`src/core/spt_consts.vh`:
```
// Register map, field positions and reset values of the serial transmit framer
`ifndef SPT_CONSTS_VH
`define SPT_CONSTS_VH
`define SPT_OFS_PCTL1 8'h00
`define SPT_OFS_PCTL2 8'h04
`define SPT_OFS_TCTL1 8'h08
`define SPT_OFS_TCTL2 8'h0C
`define SPT_OFS_MCTL2 8'h10
`define SPT_OFS_CHEN 8'h14
`define SPT_OFS_TXDATA 8'h18
`define SPT_OFS_RXBUF 8'h1C
`define SPT_OFS_RXDATA 8'h20
`define SPT_OFS_CMPRES 8'h24
`define SPT_BIT_RX_EN 0
`define SPT_BIT_BITLVL 6
`define SPT_BIT_TX_EN 0
`define SPT_BIT_SYNCERR 1
`define SPT_BIT_TXRDY 2
`define SPT_BIT_PHASE 15
`define SPT_BIT_IGNORE 2
`define SPT_FLD_FRLEN 14:8
`define SPT_FLD_WDLEN 7:5
`define SPT_FLD_CMP 4:3
`define SPT_FLD_CHM 1:0
`define SPT_RST_WORD 32'h00000000
`define SPT_CMP_NONE 2'h0
`define SPT_CMP_LSB 2'h1
`define SPT_CMP_MU 2'h2
`define SPT_CMP_A 2'h3
`define SPT_CHM_ALL 2'h0
`define SPT_CHM_MASK 2'h2
`define SPT_RESP_OK 2'h0
`define SPT_RESP_ERR 2'h2
`endif

```
`src/core/spt_compress.v`:
```
// Linear to 8-bit mu-law or A-law compressor, combinational
`timescale 1ns/100ps
`default_nettype none
module spt_compress (
  input wire [15:0] din,
  input wire alaw,
  output reg [7:0] code
);
  reg sign;
  reg [15:0] x;
  reg [12:0] m;
  reg [2:0] seg;
  reg [3:0] mant;
  integer i;
  // Magnitude, clamp, segment search; out-of-range input saturates
  always @* begin
    sign = din[15];
    x = sign ? (16'h0000 - din) : din;
    seg = 3'h0;
    mant = 4'h0;
    m = 13'h0000;
    if (alaw) begin
      m = (x[15:3] > 13'h0FFF) ? 13'h0FFF : x[15:3];
      for (i = 1; i < 8; i = i + 1) begin
        if (m >= (13'h0010 << i)) seg = i[2:0];
      end
      mant = (seg == 3'h0) ? m[4:1] : m[seg +: 4];
      code = {~sign, seg, mant} ^ 8'h55;
    end else begin
      m = (x[15:2] > 14'h1FDE) ? 13'h1FDE : x[14:2];
      m = m + 13'h0021;
      for (i = 1; i < 8; i = i + 1) begin
        if (m >= (13'h0020 << i)) seg = i[2:0];
      end
      mant = m[({1'b0, seg} + 4'h1) +: 4]; // Widened so segment 7 does not wrap to 0
      code = ~{sign, seg, mant};
    end
  end
endmodule
`default_nettype wire

```
`src/core/spt_expand.v`:
```
// 8-bit mu-law or A-law code to 16-bit two's complement expander
`timescale 1ns/100ps
`default_nettype none
module spt_expand (
  input wire [7:0] code,
  input wire alaw,
  output reg [15:0] dout
);
  reg [7:0] c;
  reg [15:0] t;
  // Segment and mantissa rebuild the linear magnitude
  always @* begin
    c = alaw ? (code ^ 8'h55) : ~code;
    if (alaw) begin
      t = {8'h00, c[3:0], 4'h8};
      if (c[6:4] != 3'h0) t = (t + 16'h0100) << (c[6:4] - 3'h1);
      dout = c[7] ? t : (16'h0000 - t);
    end else begin
      t = ({9'h000, c[3:0], 3'h0} + 16'h0084) << c[6:4];
      dout = c[7] ? (16'h0084 - t) : (t - 16'h0084);
    end
  end
endmodule
`default_nettype wire

```
`src/core/spt_tx.v`:
```
// Serial port transmit framer with AXI4-Lite register access
`timescale 1ns/100ps
`default_nettype none
`include "spt_consts.vh"
module spt_tx (
  input wire clk,
  input wire rst,
  input wire [7:0] s_axi_awaddr,
  input wire s_axi_awvalid,
  output reg s_axi_awready,
  input wire [31:0] s_axi_wdata,
  input wire [3:0] s_axi_wstrb,
  input wire s_axi_wvalid,
  output reg s_axi_wready,
  output reg [1:0] s_axi_bresp,
  output reg s_axi_bvalid,
  input wire s_axi_bready,
  input wire [7:0] s_axi_araddr,
  input wire s_axi_arvalid,
  output reg s_axi_arready,
  output reg [31:0] s_axi_rdata,
  output reg [1:0] s_axi_rresp,
  output reg s_axi_rvalid,
  input wire s_axi_rready,
  input wire tx_bclk,
  input wire tx_fsync,
  output reg tx_dout,
  output reg tx_dout_oe
);
  localparam ST_IDLE = 2'b01;
  localparam ST_SHIFT = 2'b10;

  // Word length in bits for a 3-bit code; reserved codes fall back to 8
  function [5:0] wlen;
    input [2:0] c;
    begin
      case (c)
        3'h0: wlen = 6'd8;
        3'h1: wlen = 6'd12;
        3'h2: wlen = 6'd16;
        3'h3: wlen = 6'd20;
        3'h4: wlen = 6'd24;
        3'h5: wlen = 6'd32;
        default: wlen = 6'd8;
      endcase
    end
  endfunction

  // Byte-lane merge of a write into a stored word
  function [31:0] merge;
    input [31:0] old;
    input [31:0] nw;
    input [3:0] strb;
    integer k;
    begin
      for (k = 0; k < 4; k = k + 1) begin
        merge[8*k +: 8] = strb[k] ? nw[8*k +: 8] : old[8*k +: 8];
      end
    end
  endfunction

  reg [31:0] pctl1_q, pctl2_q, tctl1_q, tctl2_q, mctl2_q, chen_q;
  reg [31:0] txdata_q, cur_word_q, rxdata_q, cmpres_q;
  reg tx_full_q, syncerr_q;
  reg aw_held_q, w_held_q;
  reg [7:0] awaddr_q;
  reg [31:0] wdata_q;
  reg [3:0] wstrb_q;
  reg bclk_s1_q, bclk_s2_q, bclk_s3_q, fs_s1_q, fs_s2_q;
  reg [1:0] state_q;
  reg phase_q;
  reg [6:0] word_q;
  reg [7:0] slot_q;
  reg [5:0] left_q;
  reg [4:0] bidx_q;
  reg [31:0] shift_q;
  reg wdrive_q;

  wire tx_en = pctl2_q[`SPT_BIT_TX_EN];
  wire rx_en = pctl1_q[`SPT_BIT_RX_EN];
  wire bit_level = pctl1_q[`SPT_BIT_BITLVL];
  wire dual = tctl2_q[`SPT_BIT_PHASE];
  wire ignore = tctl2_q[`SPT_BIT_IGNORE];
  wire [1:0] cmp_sel = tctl2_q[`SPT_FLD_CMP];
  wire [1:0] ch_mode = mctl2_q[`SPT_FLD_CHM];
  wire [1:0] rx_cmp = pctl1_q[`SPT_FLD_CMP];
  wire wr_go = aw_held_q & w_held_q & ~s_axi_bvalid;
  wire rise = bclk_s2_q & ~bclk_s3_q;
  // Write address decode
  wire wr_data = wr_go & (awaddr_q == `SPT_OFS_TXDATA);
  wire wr_rxbuf = wr_go & (awaddr_q == `SPT_OFS_RXBUF);
  wire wr_map = wr_go & ((awaddr_q <= `SPT_OFS_RXBUF) & (awaddr_q[1:0] == 2'h0));

  // Compander instances; the compressor reads the data register path, the expander the receive buffer
  wire [31:0] rxbuf_w = merge(32'h00000000, wdata_q, wstrb_q);
  wire [31:0] data_w = merge(txdata_q, wdata_q, wstrb_q);
  wire [31:0] src_w = tx_full_q ? txdata_q : cur_word_q;
  wire [7:0] cmp_code;
  wire [15:0] exp_lin;
  spt_compress spt_compress_inst (
    .din(tx_en ? src_w[15:0] : data_w[15:0]),
    .alaw(tx_en ? (cmp_sel == `SPT_CMP_A) : (rx_cmp == `SPT_CMP_A)),
    .code(cmp_code)
  );
  spt_expand spt_expand_inst (
    .code(rxbuf_w[7:0]),
    .alaw(rx_cmp == `SPT_CMP_A),
    .dout(exp_lin)
  );

  // Link inputs through two flops; the third flop only feeds edge detection
  always @(posedge clk) begin
    if (rst) begin
      bclk_s1_q <= 1'b0;
      bclk_s2_q <= 1'b0;
      bclk_s3_q <= 1'b0;
      fs_s1_q <= 1'b0;
      fs_s2_q <= 1'b0;
    end else begin
      bclk_s1_q <= tx_bclk;
      bclk_s2_q <= bclk_s1_q;
      bclk_s3_q <= bclk_s2_q;
      fs_s1_q <= tx_fsync;
      fs_s2_q <= fs_s1_q;
    end
  end

  // Frame sequencing terms for the current bit-clock edge
  reg [6:0] frlen_c;
  reg eof_c, unexp_c, restart_c, adv_c, nphase_c, sel_c, en_c, drive_c;
  reg [6:0] nword_c;
  reg [7:0] nslot_c;
  reg [5:0] nlen_c;
  reg [31:0] nshift_c;
  always @* begin
    frlen_c = phase_q ? tctl2_q[`SPT_FLD_FRLEN] : tctl1_q[`SPT_FLD_FRLEN];
    eof_c = (state_q == ST_SHIFT) & (left_q == 6'd1) & (word_q == frlen_c)
      & (phase_q | ~dual);
    unexp_c = rise & tx_en & (state_q == ST_SHIFT) & fs_s2_q & ~eof_c;
    restart_c = rise & tx_en & fs_s2_q & ((state_q == ST_IDLE) | eof_c | ~ignore);
    adv_c = rise & tx_en & ~restart_c & (state_q == ST_SHIFT) & (left_q == 6'd1) & ~eof_c;
    nphase_c = 1'b0;
    nword_c = 7'h00;
    nslot_c = 8'h00;
    if (adv_c) begin
      nphase_c = (word_q == frlen_c) ? 1'b1 : phase_q;
      nword_c = (word_q == frlen_c) ? 7'h00 : word_q + 7'h01;
      nslot_c = slot_q + 8'h01;
    end
    // Companded and LSB-first words are always 8 bits
    nlen_c = (cmp_sel != `SPT_CMP_NONE) ? 6'd8 :
      wlen(nphase_c ? tctl2_q[`SPT_FLD_WDLEN] : tctl1_q[`SPT_FLD_WDLEN]);
    case (cmp_sel)
      `SPT_CMP_NONE: nshift_c = src_w << (6'd32 - nlen_c);
      `SPT_CMP_LSB: nshift_c = {src_w[0], src_w[1], src_w[2], src_w[3],
        src_w[4], src_w[5], src_w[6], src_w[7], 24'h000000};
      default: nshift_c = {cmp_code, 24'h000000};
    endcase
    // Channels above 31 have no enable bit and count as unselected
    sel_c = (nslot_c < 8'd32) & chen_q[nslot_c[4:0]];
    case (ch_mode)
      `SPT_CHM_ALL: begin
        en_c = 1'b1;
        drive_c = 1'b1;
      end
      `SPT_CHM_MASK: begin
        en_c = 1'b1;
        drive_c = sel_c;
      end
      default: begin
        en_c = sel_c;
        drive_c = sel_c;
      end
    endcase
  end
  // Transmit state machine
  always @(posedge clk) begin
    if (rst) begin
      state_q <= ST_IDLE;
      phase_q <= 1'b0;
      word_q <= 7'h00;
      slot_q <= 8'h00;
      left_q <= 6'd0;
      bidx_q <= 5'h00;
      shift_q <= `SPT_RST_WORD;
      wdrive_q <= 1'b0;
      tx_dout <= 1'b0;
      tx_dout_oe <= 1'b0;
    end else if (!tx_en) begin
      state_q <= ST_IDLE;
      tx_dout <= 1'b0;
      tx_dout_oe <= 1'b0;
    end else if (restart_c | adv_c) begin
      state_q <= ST_SHIFT;
      phase_q <= nphase_c;
      word_q <= nword_c;
      slot_q <= nslot_c;
      left_q <= nlen_c;
      bidx_q <= 5'h00;
      shift_q <= nshift_c;
      wdrive_q <= drive_c;
      tx_dout <= nshift_c[31];
      tx_dout_oe <= bit_level ? chen_q[0] : drive_c;
    end else if (rise) begin
      case (state_q)
        ST_IDLE: tx_dout_oe <= 1'b0;
        ST_SHIFT: begin
          if (left_q == 6'd1) begin
            state_q <= ST_IDLE;
            tx_dout_oe <= 1'b0;
          end else begin
            left_q <= left_q - 6'd1;
            bidx_q <= bidx_q + 5'h01;
            shift_q <= {shift_q[30:0], 1'b0};
            tx_dout <= shift_q[30];
            tx_dout_oe <= bit_level ? chen_q[bidx_q + 5'h01] : wdrive_q;
          end
        end
        default: state_q <= ST_IDLE;
      endcase
    end
  end

  // Software registers; hardware set of flags wins over a same-cycle clear
  always @(posedge clk) begin
    if (rst) begin
      pctl1_q <= `SPT_RST_WORD;
      pctl2_q <= `SPT_RST_WORD;
      tctl1_q <= `SPT_RST_WORD;
      tctl2_q <= `SPT_RST_WORD;
      mctl2_q <= `SPT_RST_WORD;
      chen_q <= `SPT_RST_WORD;
      txdata_q <= `SPT_RST_WORD;
      cur_word_q <= `SPT_RST_WORD;
      rxdata_q <= `SPT_RST_WORD;
      cmpres_q <= `SPT_RST_WORD;
      tx_full_q <= 1'b0;
      syncerr_q <= 1'b0;
    end else begin
      if (wr_go) begin
        case (awaddr_q)
          `SPT_OFS_PCTL1: pctl1_q <= merge(pctl1_q, wdata_q, wstrb_q);
          `SPT_OFS_PCTL2: pctl2_q <= merge(pctl2_q, wdata_q, wstrb_q) & 32'h00000001;
          `SPT_OFS_TCTL1: tctl1_q <= merge(tctl1_q, wdata_q, wstrb_q);
          `SPT_OFS_TCTL2: tctl2_q <= merge(tctl2_q, wdata_q, wstrb_q);
          `SPT_OFS_MCTL2: mctl2_q <= merge(mctl2_q, wdata_q, wstrb_q);
          `SPT_OFS_CHEN: chen_q <= merge(chen_q, wdata_q, wstrb_q);
          default: ;
        endcase
      end
      // A load takes the data register once per enabled word
      if ((restart_c | adv_c) & en_c & tx_full_q) begin
        cur_word_q <= txdata_q;
        tx_full_q <= 1'b0;
      end
      if (wr_data) begin
        txdata_q <= data_w;
        tx_full_q <= 1'b1;
        if (!tx_en && !rx_en) cmpres_q <= {24'h000000, cmp_code};
      end
      // Receive buffer copy, expanded when receive companding is on
      if (wr_rxbuf) begin
        rxdata_q <= rx_cmp[1] ? {{16{exp_lin[15]}}, exp_lin} : rxbuf_w;
      end
      if (wr_go & (awaddr_q == `SPT_OFS_PCTL2) & wstrb_q[0] & wdata_q[`SPT_BIT_SYNCERR])
        syncerr_q <= 1'b0;
      if (unexp_c & ~ignore) syncerr_q <= 1'b1;
    end
  end

  // AXI4-Lite write channel: address and data taken in either order
  always @(posedge clk) begin
    if (rst) begin
      s_axi_awready <= 1'b1;
      s_axi_wready <= 1'b1;
      s_axi_bvalid <= 1'b0;
      s_axi_bresp <= `SPT_RESP_OK;
      aw_held_q <= 1'b0;
      w_held_q <= 1'b0;
      awaddr_q <= 8'h00;
      wdata_q <= 32'h00000000;
      wstrb_q <= 4'h0;
    end else begin
      if (s_axi_awvalid & s_axi_awready) begin
        aw_held_q <= 1'b1;
        awaddr_q <= s_axi_awaddr;
        s_axi_awready <= 1'b0;
      end
      if (s_axi_wvalid & s_axi_wready) begin
        w_held_q <= 1'b1;
        wdata_q <= s_axi_wdata;
        wstrb_q <= s_axi_wstrb;
        s_axi_wready <= 1'b0;
      end
      if (wr_go) begin
        aw_held_q <= 1'b0;
        w_held_q <= 1'b0;
        s_axi_bvalid <= 1'b1;
        s_axi_bresp <= wr_map ? `SPT_RESP_OK : `SPT_RESP_ERR;
      end
      if (s_axi_bvalid & s_axi_bready) begin
        s_axi_bvalid <= 1'b0;
        s_axi_awready <= 1'b1;
        s_axi_wready <= 1'b1;
      end
    end
  end

  // AXI4-Lite read channel; reads have no side effects
  always @(posedge clk) begin
    if (rst) begin
      s_axi_arready <= 1'b1;
      s_axi_rvalid <= 1'b0;
      s_axi_rdata <= 32'h00000000;
      s_axi_rresp <= `SPT_RESP_OK;
    end else if (s_axi_arvalid & s_axi_arready) begin
      s_axi_arready <= 1'b0;
      s_axi_rvalid <= 1'b1;
      s_axi_rresp <= `SPT_RESP_OK;
      case (s_axi_araddr)
        `SPT_OFS_PCTL1: s_axi_rdata <= pctl1_q;
        `SPT_OFS_PCTL2: s_axi_rdata <= {29'h0, ~tx_full_q, syncerr_q, pctl2_q[0]};
        `SPT_OFS_TCTL1: s_axi_rdata <= tctl1_q;
        `SPT_OFS_TCTL2: s_axi_rdata <= tctl2_q;
        `SPT_OFS_MCTL2: s_axi_rdata <= mctl2_q;
        `SPT_OFS_CHEN: s_axi_rdata <= chen_q;
        `SPT_OFS_TXDATA: s_axi_rdata <= txdata_q;
        `SPT_OFS_RXBUF: s_axi_rdata <= 32'h00000000;
        `SPT_OFS_RXDATA: s_axi_rdata <= rxdata_q;
        `SPT_OFS_CMPRES: s_axi_rdata <= cmpres_q;
        default: begin
          s_axi_rdata <= 32'h00000000;
          s_axi_rresp <= `SPT_RESP_ERR;
        end
      endcase
    end else if (s_axi_rvalid & s_axi_rready) begin
      s_axi_rvalid <= 1'b0;
      s_axi_arready <= 1'b1;
    end
  end
endmodule
`default_nettype wire

```
`config.mk`:
```
export PLATFORM = sky130hd
export DESIGN_NAME = spt_tx
export DESIGN_NICKNAME = d
export VERILOG_FILES = /design/src/core/spt_compress.v /design/src/core/spt_expand.v /design/src/core/spt_tx.v
export VERILOG_INCLUDE_DIRS = /design/src /design/src/core
export SDC_FILE = /design/constraint.sdc
export NUM_CORES = 1
export LEC_CHECK = 0
export ABC_AREA = 1
export BUFFER_PORTS_ARGS = -buffer_cell sky130_fd_sc_hd__buf_2
export CORE_UTILIZATION = 60
export CTS_CLUSTER_DIAMETER = 150
export DETAILED_ROUTE_END_ITERATION = 12
export PLACE_DENSITY = 0.83
export SKIP_CTS_REPAIR_TIMING = 1
export SYNTH_ARGS = -nofsm -noshare
export SYNTH_HDL_FRONTEND = slang
export SYNTH_SLANG_ARGS = --single-unit
```
`constraint.sdc`:
```
create_clock -name clk -period 6.6 [get_ports clk]
set_clock_uncertainty 0.2 [all_clocks]
set_input_delay 1.65 -clock clk [delete_from_list [all_inputs] [get_ports clk]]
set_output_delay 1.65 -clock clk [all_outputs]
set_load 0.02 [all_outputs]
```
==> results.md <==
- Setup slack, reg-to-reg: approximately 1100 ps
- Setup violators final: 0
- Mapped Area: ~0.022 sq mm
- IO Count: ~100
- Clk root buf: clkbuf_16
- Die H: 195 microns
- Largest net degree at the start of global routing: 135
- Finished Core Util: 0.664
- Final Non-Filler Cells: 3812
- Synth Instances: 3317
- Nets: approximately 3400
- EDFF count, synth: 0
- Status: completed
- First-pass DRT Iterations: 7
- Via count: ~24000
- Synthesis Warnings: 0
- Crit path kind: reg2reg
- Slew @ Worst Pin: 1410 ps
- Startpoint Class: flop
- CP top delay family: simple AND/OR/NAND/NOR gates
- Worst skew pair latency: about 590 ps
- DRT iter0 DRCs: 3182
- Initial antenna violation count: 0
- Pwr/cell area: 231 mW/mm^2
- Vias in the first global route: 21830
- Post-Layout Inst Area: 0.0243 sq mm
- Routability Congestion: 1.02
- Mean Syn Cell Area: 6.74 sq um
- Clock sink count: 420
- Top cell by count, worst path: nand2_1
- Initial Util: 0.611
- Max Cap Viol: 0
- GR Overflow Total: 0
- Final hold vios: 0
- Fmax: between 150 and 200 MHz
- CTS tree: done
- Crit path time final: 5550 ps
- Row count: 70
- DRC violations left: 0
- RSZ-0062 raised after global routing: false
- CP cell instances: clkinv_2 -> nor2_1 -> nand2_1 -> nor2_1 -> nand2_4 -> nor2_1 -> inv_1 -> nand2_1 -> o211ai_1 -> nand3_1 -> nand3_1 -> nand3b_1 -> nand2_1 -> nand3_1 -> nand2_1 -> nand3_2 -> buf_4 -> o21ai_0 -> a21oi_1
- Critical-path maximum fanout: 65
- Setup Total Neg Slack: 0 ps
- TritonCTS Buffers: 43
- Cell Area, Placed: 0.0229 sq mm
- CP max stage delay: 1070 ps
- Leakage: 10.0 nW
- Post-route ant nets: 0
- Sequential share of the synthesized area: 0.376
- WP data arrival: 5840 ps
- Critical path data required time: 6890 ps
- Port Buffers: 101
- Share of layout cells above drive strength 1: 0.0906
- DP Wirelength: 55.5 mm
- Unique masters post-synth: 59
- Synthesis-to-finish area growth: 8.75%
- Crit. End Element: flop
- First-pass GRT wire length: between 100 and 150 mm
- Via density: 6.21
- CP bufs+invs: 3
- GRT Overall Usage: 0.399
- Async SR Flop Fraction: 0
- Clock H-tree levels: 2
- Clock-pin slew on the worst setup and hold paths: ~60 ps
- Primary FF master, synth: dfxtp_1
- Maximum vdd drop: 0.239 mV
- Max-slew violations: 0
- Worst hold path class: reg2reg
- Die width: 195 microns
- Core Region: 0.0366 sq mm
- CP max-delay cell: nor2_1
- Synthesis-stage register bit count: 420
- Bufs on Longest Clock Path: 3
- Routed WL: 77.6 mm
- Power, Total: between 5 and 6 mW
- Wirelength per Cell: 20.4 microns
- # placed instances: roughly 3700
- Die area: 0.0381 sq mm
- Final period util: 0.841
- Slew headroom: 0.0561
## tightest hold or removal path, stage by stage (launching register included)
cell     delay (ps)
dfxtp_1         290
inv_1            40
nor2_1           30
## cells in the mapped netlist (4+ instances only)
library cell / instances / area, sq um
or2_2: 5 / 31.3
o221ai_1: 15 / 131
a31oi_1: 19 / 119
o21ai_2: 7 / 61.3
buf_6: 5 / 56.3
o211ai_1: 24 / 180
nor2_1: 278 / 1040
buf_1: 6 / 22.5
nand3_2: 6 / 60.1
a22o_1: 4 / 35.0
buf_2: 22 / 110
a211oi_1: 19 / 143
xor2_1: 26 / 228
nor3_1: 38 / 190
nand4_1: 20 / 125
nand3b_1: 5 / 37.5
nand2_1: 573 / 2150
o21a_1: 10 / 75.1
o21ai_1: 30 / 150
dfxtp_1: 420 / 8410
nor2_2: 7 / 43.8
inv_1: 358 / 1340
nand3_1: 152 / 761
clkbuf_1: 136 / 510
nand2_2: 32 / 200
o21ai_0: 474 / 2370
o22ai_1: 27 / 169
nor2_4: 4 / 45.0
a21oi_2: 4 / 35.0
clkinv_1: 11 / 41.3
o2111ai_1: 7 / 61.3
buf_4: 10 / 75.1
a221oi_1: 33 / 289
o31ai_1: 20 / 150
inv_2: 16 / 60.1
o41ai_1: 5 / 43.8
a21oi_1: 425 / 2130
xnor2_1: 9 / 78.8
a22oi_1: 4 / 30.0
ha_1: 16 / 200
## registers in the layout (all words and copies together), names as in the netlist, 7 cells and up
register,flops
shift_q,31
mctl2_q,32
wdata_q,32
tctl1_q,32
rxdata_q,32
tctl2_q,32
txdata_q,32
word_q,7
cmpres_q,8
s_axi_rdata,32
cur_word_q,32
chen_q,32
awaddr_q,8
pctl1_q,32
slot_q,8
## report_power, final
group	total (mW)	switching [mW]	internal, mW
logic	0.573	0.420	0.153
clock network	2.44	1.05	1.39
registers	2.60	0.0392	2.57
## path summary, 6_finish.rpt
path / startpoint / depth (start not counted) / end
hold reg to reg: bclk_s1_q$_SDFF_PP0_ / 2 / bclk_s2_q$_SDFF_PP0_
setup reg to reg: pctl2_q[0]$_SDFFE_PP0P_ / 19 / cur_word_q[29]$_SDFFE_PP0P_
hold / removal: bclk_s1_q$_SDFF_PP0_ / 2 / bclk_s2_q$_SDFF_PP0_
setup / recovery: pctl2_q[0]$_SDFFE_PP0P_ / 19 / cur_word_q[29]$_SDFFE_PP0P_
## layout make-up
| cell class | instances | area [sq um] |
|---|---|---|
| timing repair buffer | 129 | 731 |
| antenna | 1 | 2.50 |
| clock inverter | 15 | 169 |
| multi-input combinational | 2330 | 11700 |
| sequential | 420 | 8410 |
| tap | 468 | 586 |
| fill | 3307 | 12300 |
| clock buffer | 61 | 1230 |
| inverter | 388 | 1470 |
## kinds of logic after synthesis
logic type,after synthesis,synth area share
simple gates,1133,0.216
fa+ha+maj,16,0.00895
xor+xnor,36,0.0149
other cells,1,0.000168
compound gates,1143,0.283
buf+inv,568,0.101
flops,420,0.376
## layer usage
layer / GRT usage / vias up / wire length, microns
li1: - / 11146 / -
met5: 0 / - / 0
met2: 0.630 / 1405 / 34500
met3: 0.0713 / 299 / 8280
met1: 0.507 / 10822 / 29800
met4: 0.249 / 0 / 5080
## metrics by stage
| stage | hold slack [ps] | worst slack [ps] |
|---|---|---|
| 6_report | 203 | 1050 |
| 5_1_grt | 215 | 711 |
| 2_1_floorplan | 188 | 2540 |
| 3_3_place_gp | 199 | 1450 |
| 3_5_place_dp | 196 | 1350 |
| 4_1_cts | 205 | 1320 |
## layout by cell type (no fill, tap or decap), drive strengths merged, types with 20 or more instances in the layout
cell type / count
o22ai: 27
buf: 129
a221oi: 33
clkinv: 24
nor2: 289
a21oi: 429
nor3: 41
nand2: 608
dfxtp: 420
o211ai: 24
inv: 377
o31ai: 20
a211oi: 22
o21ai: 512
nand4: 20
clkbuf: 61
nand3: 159
xor2: 27
Power figures use the tool's default switching activity.
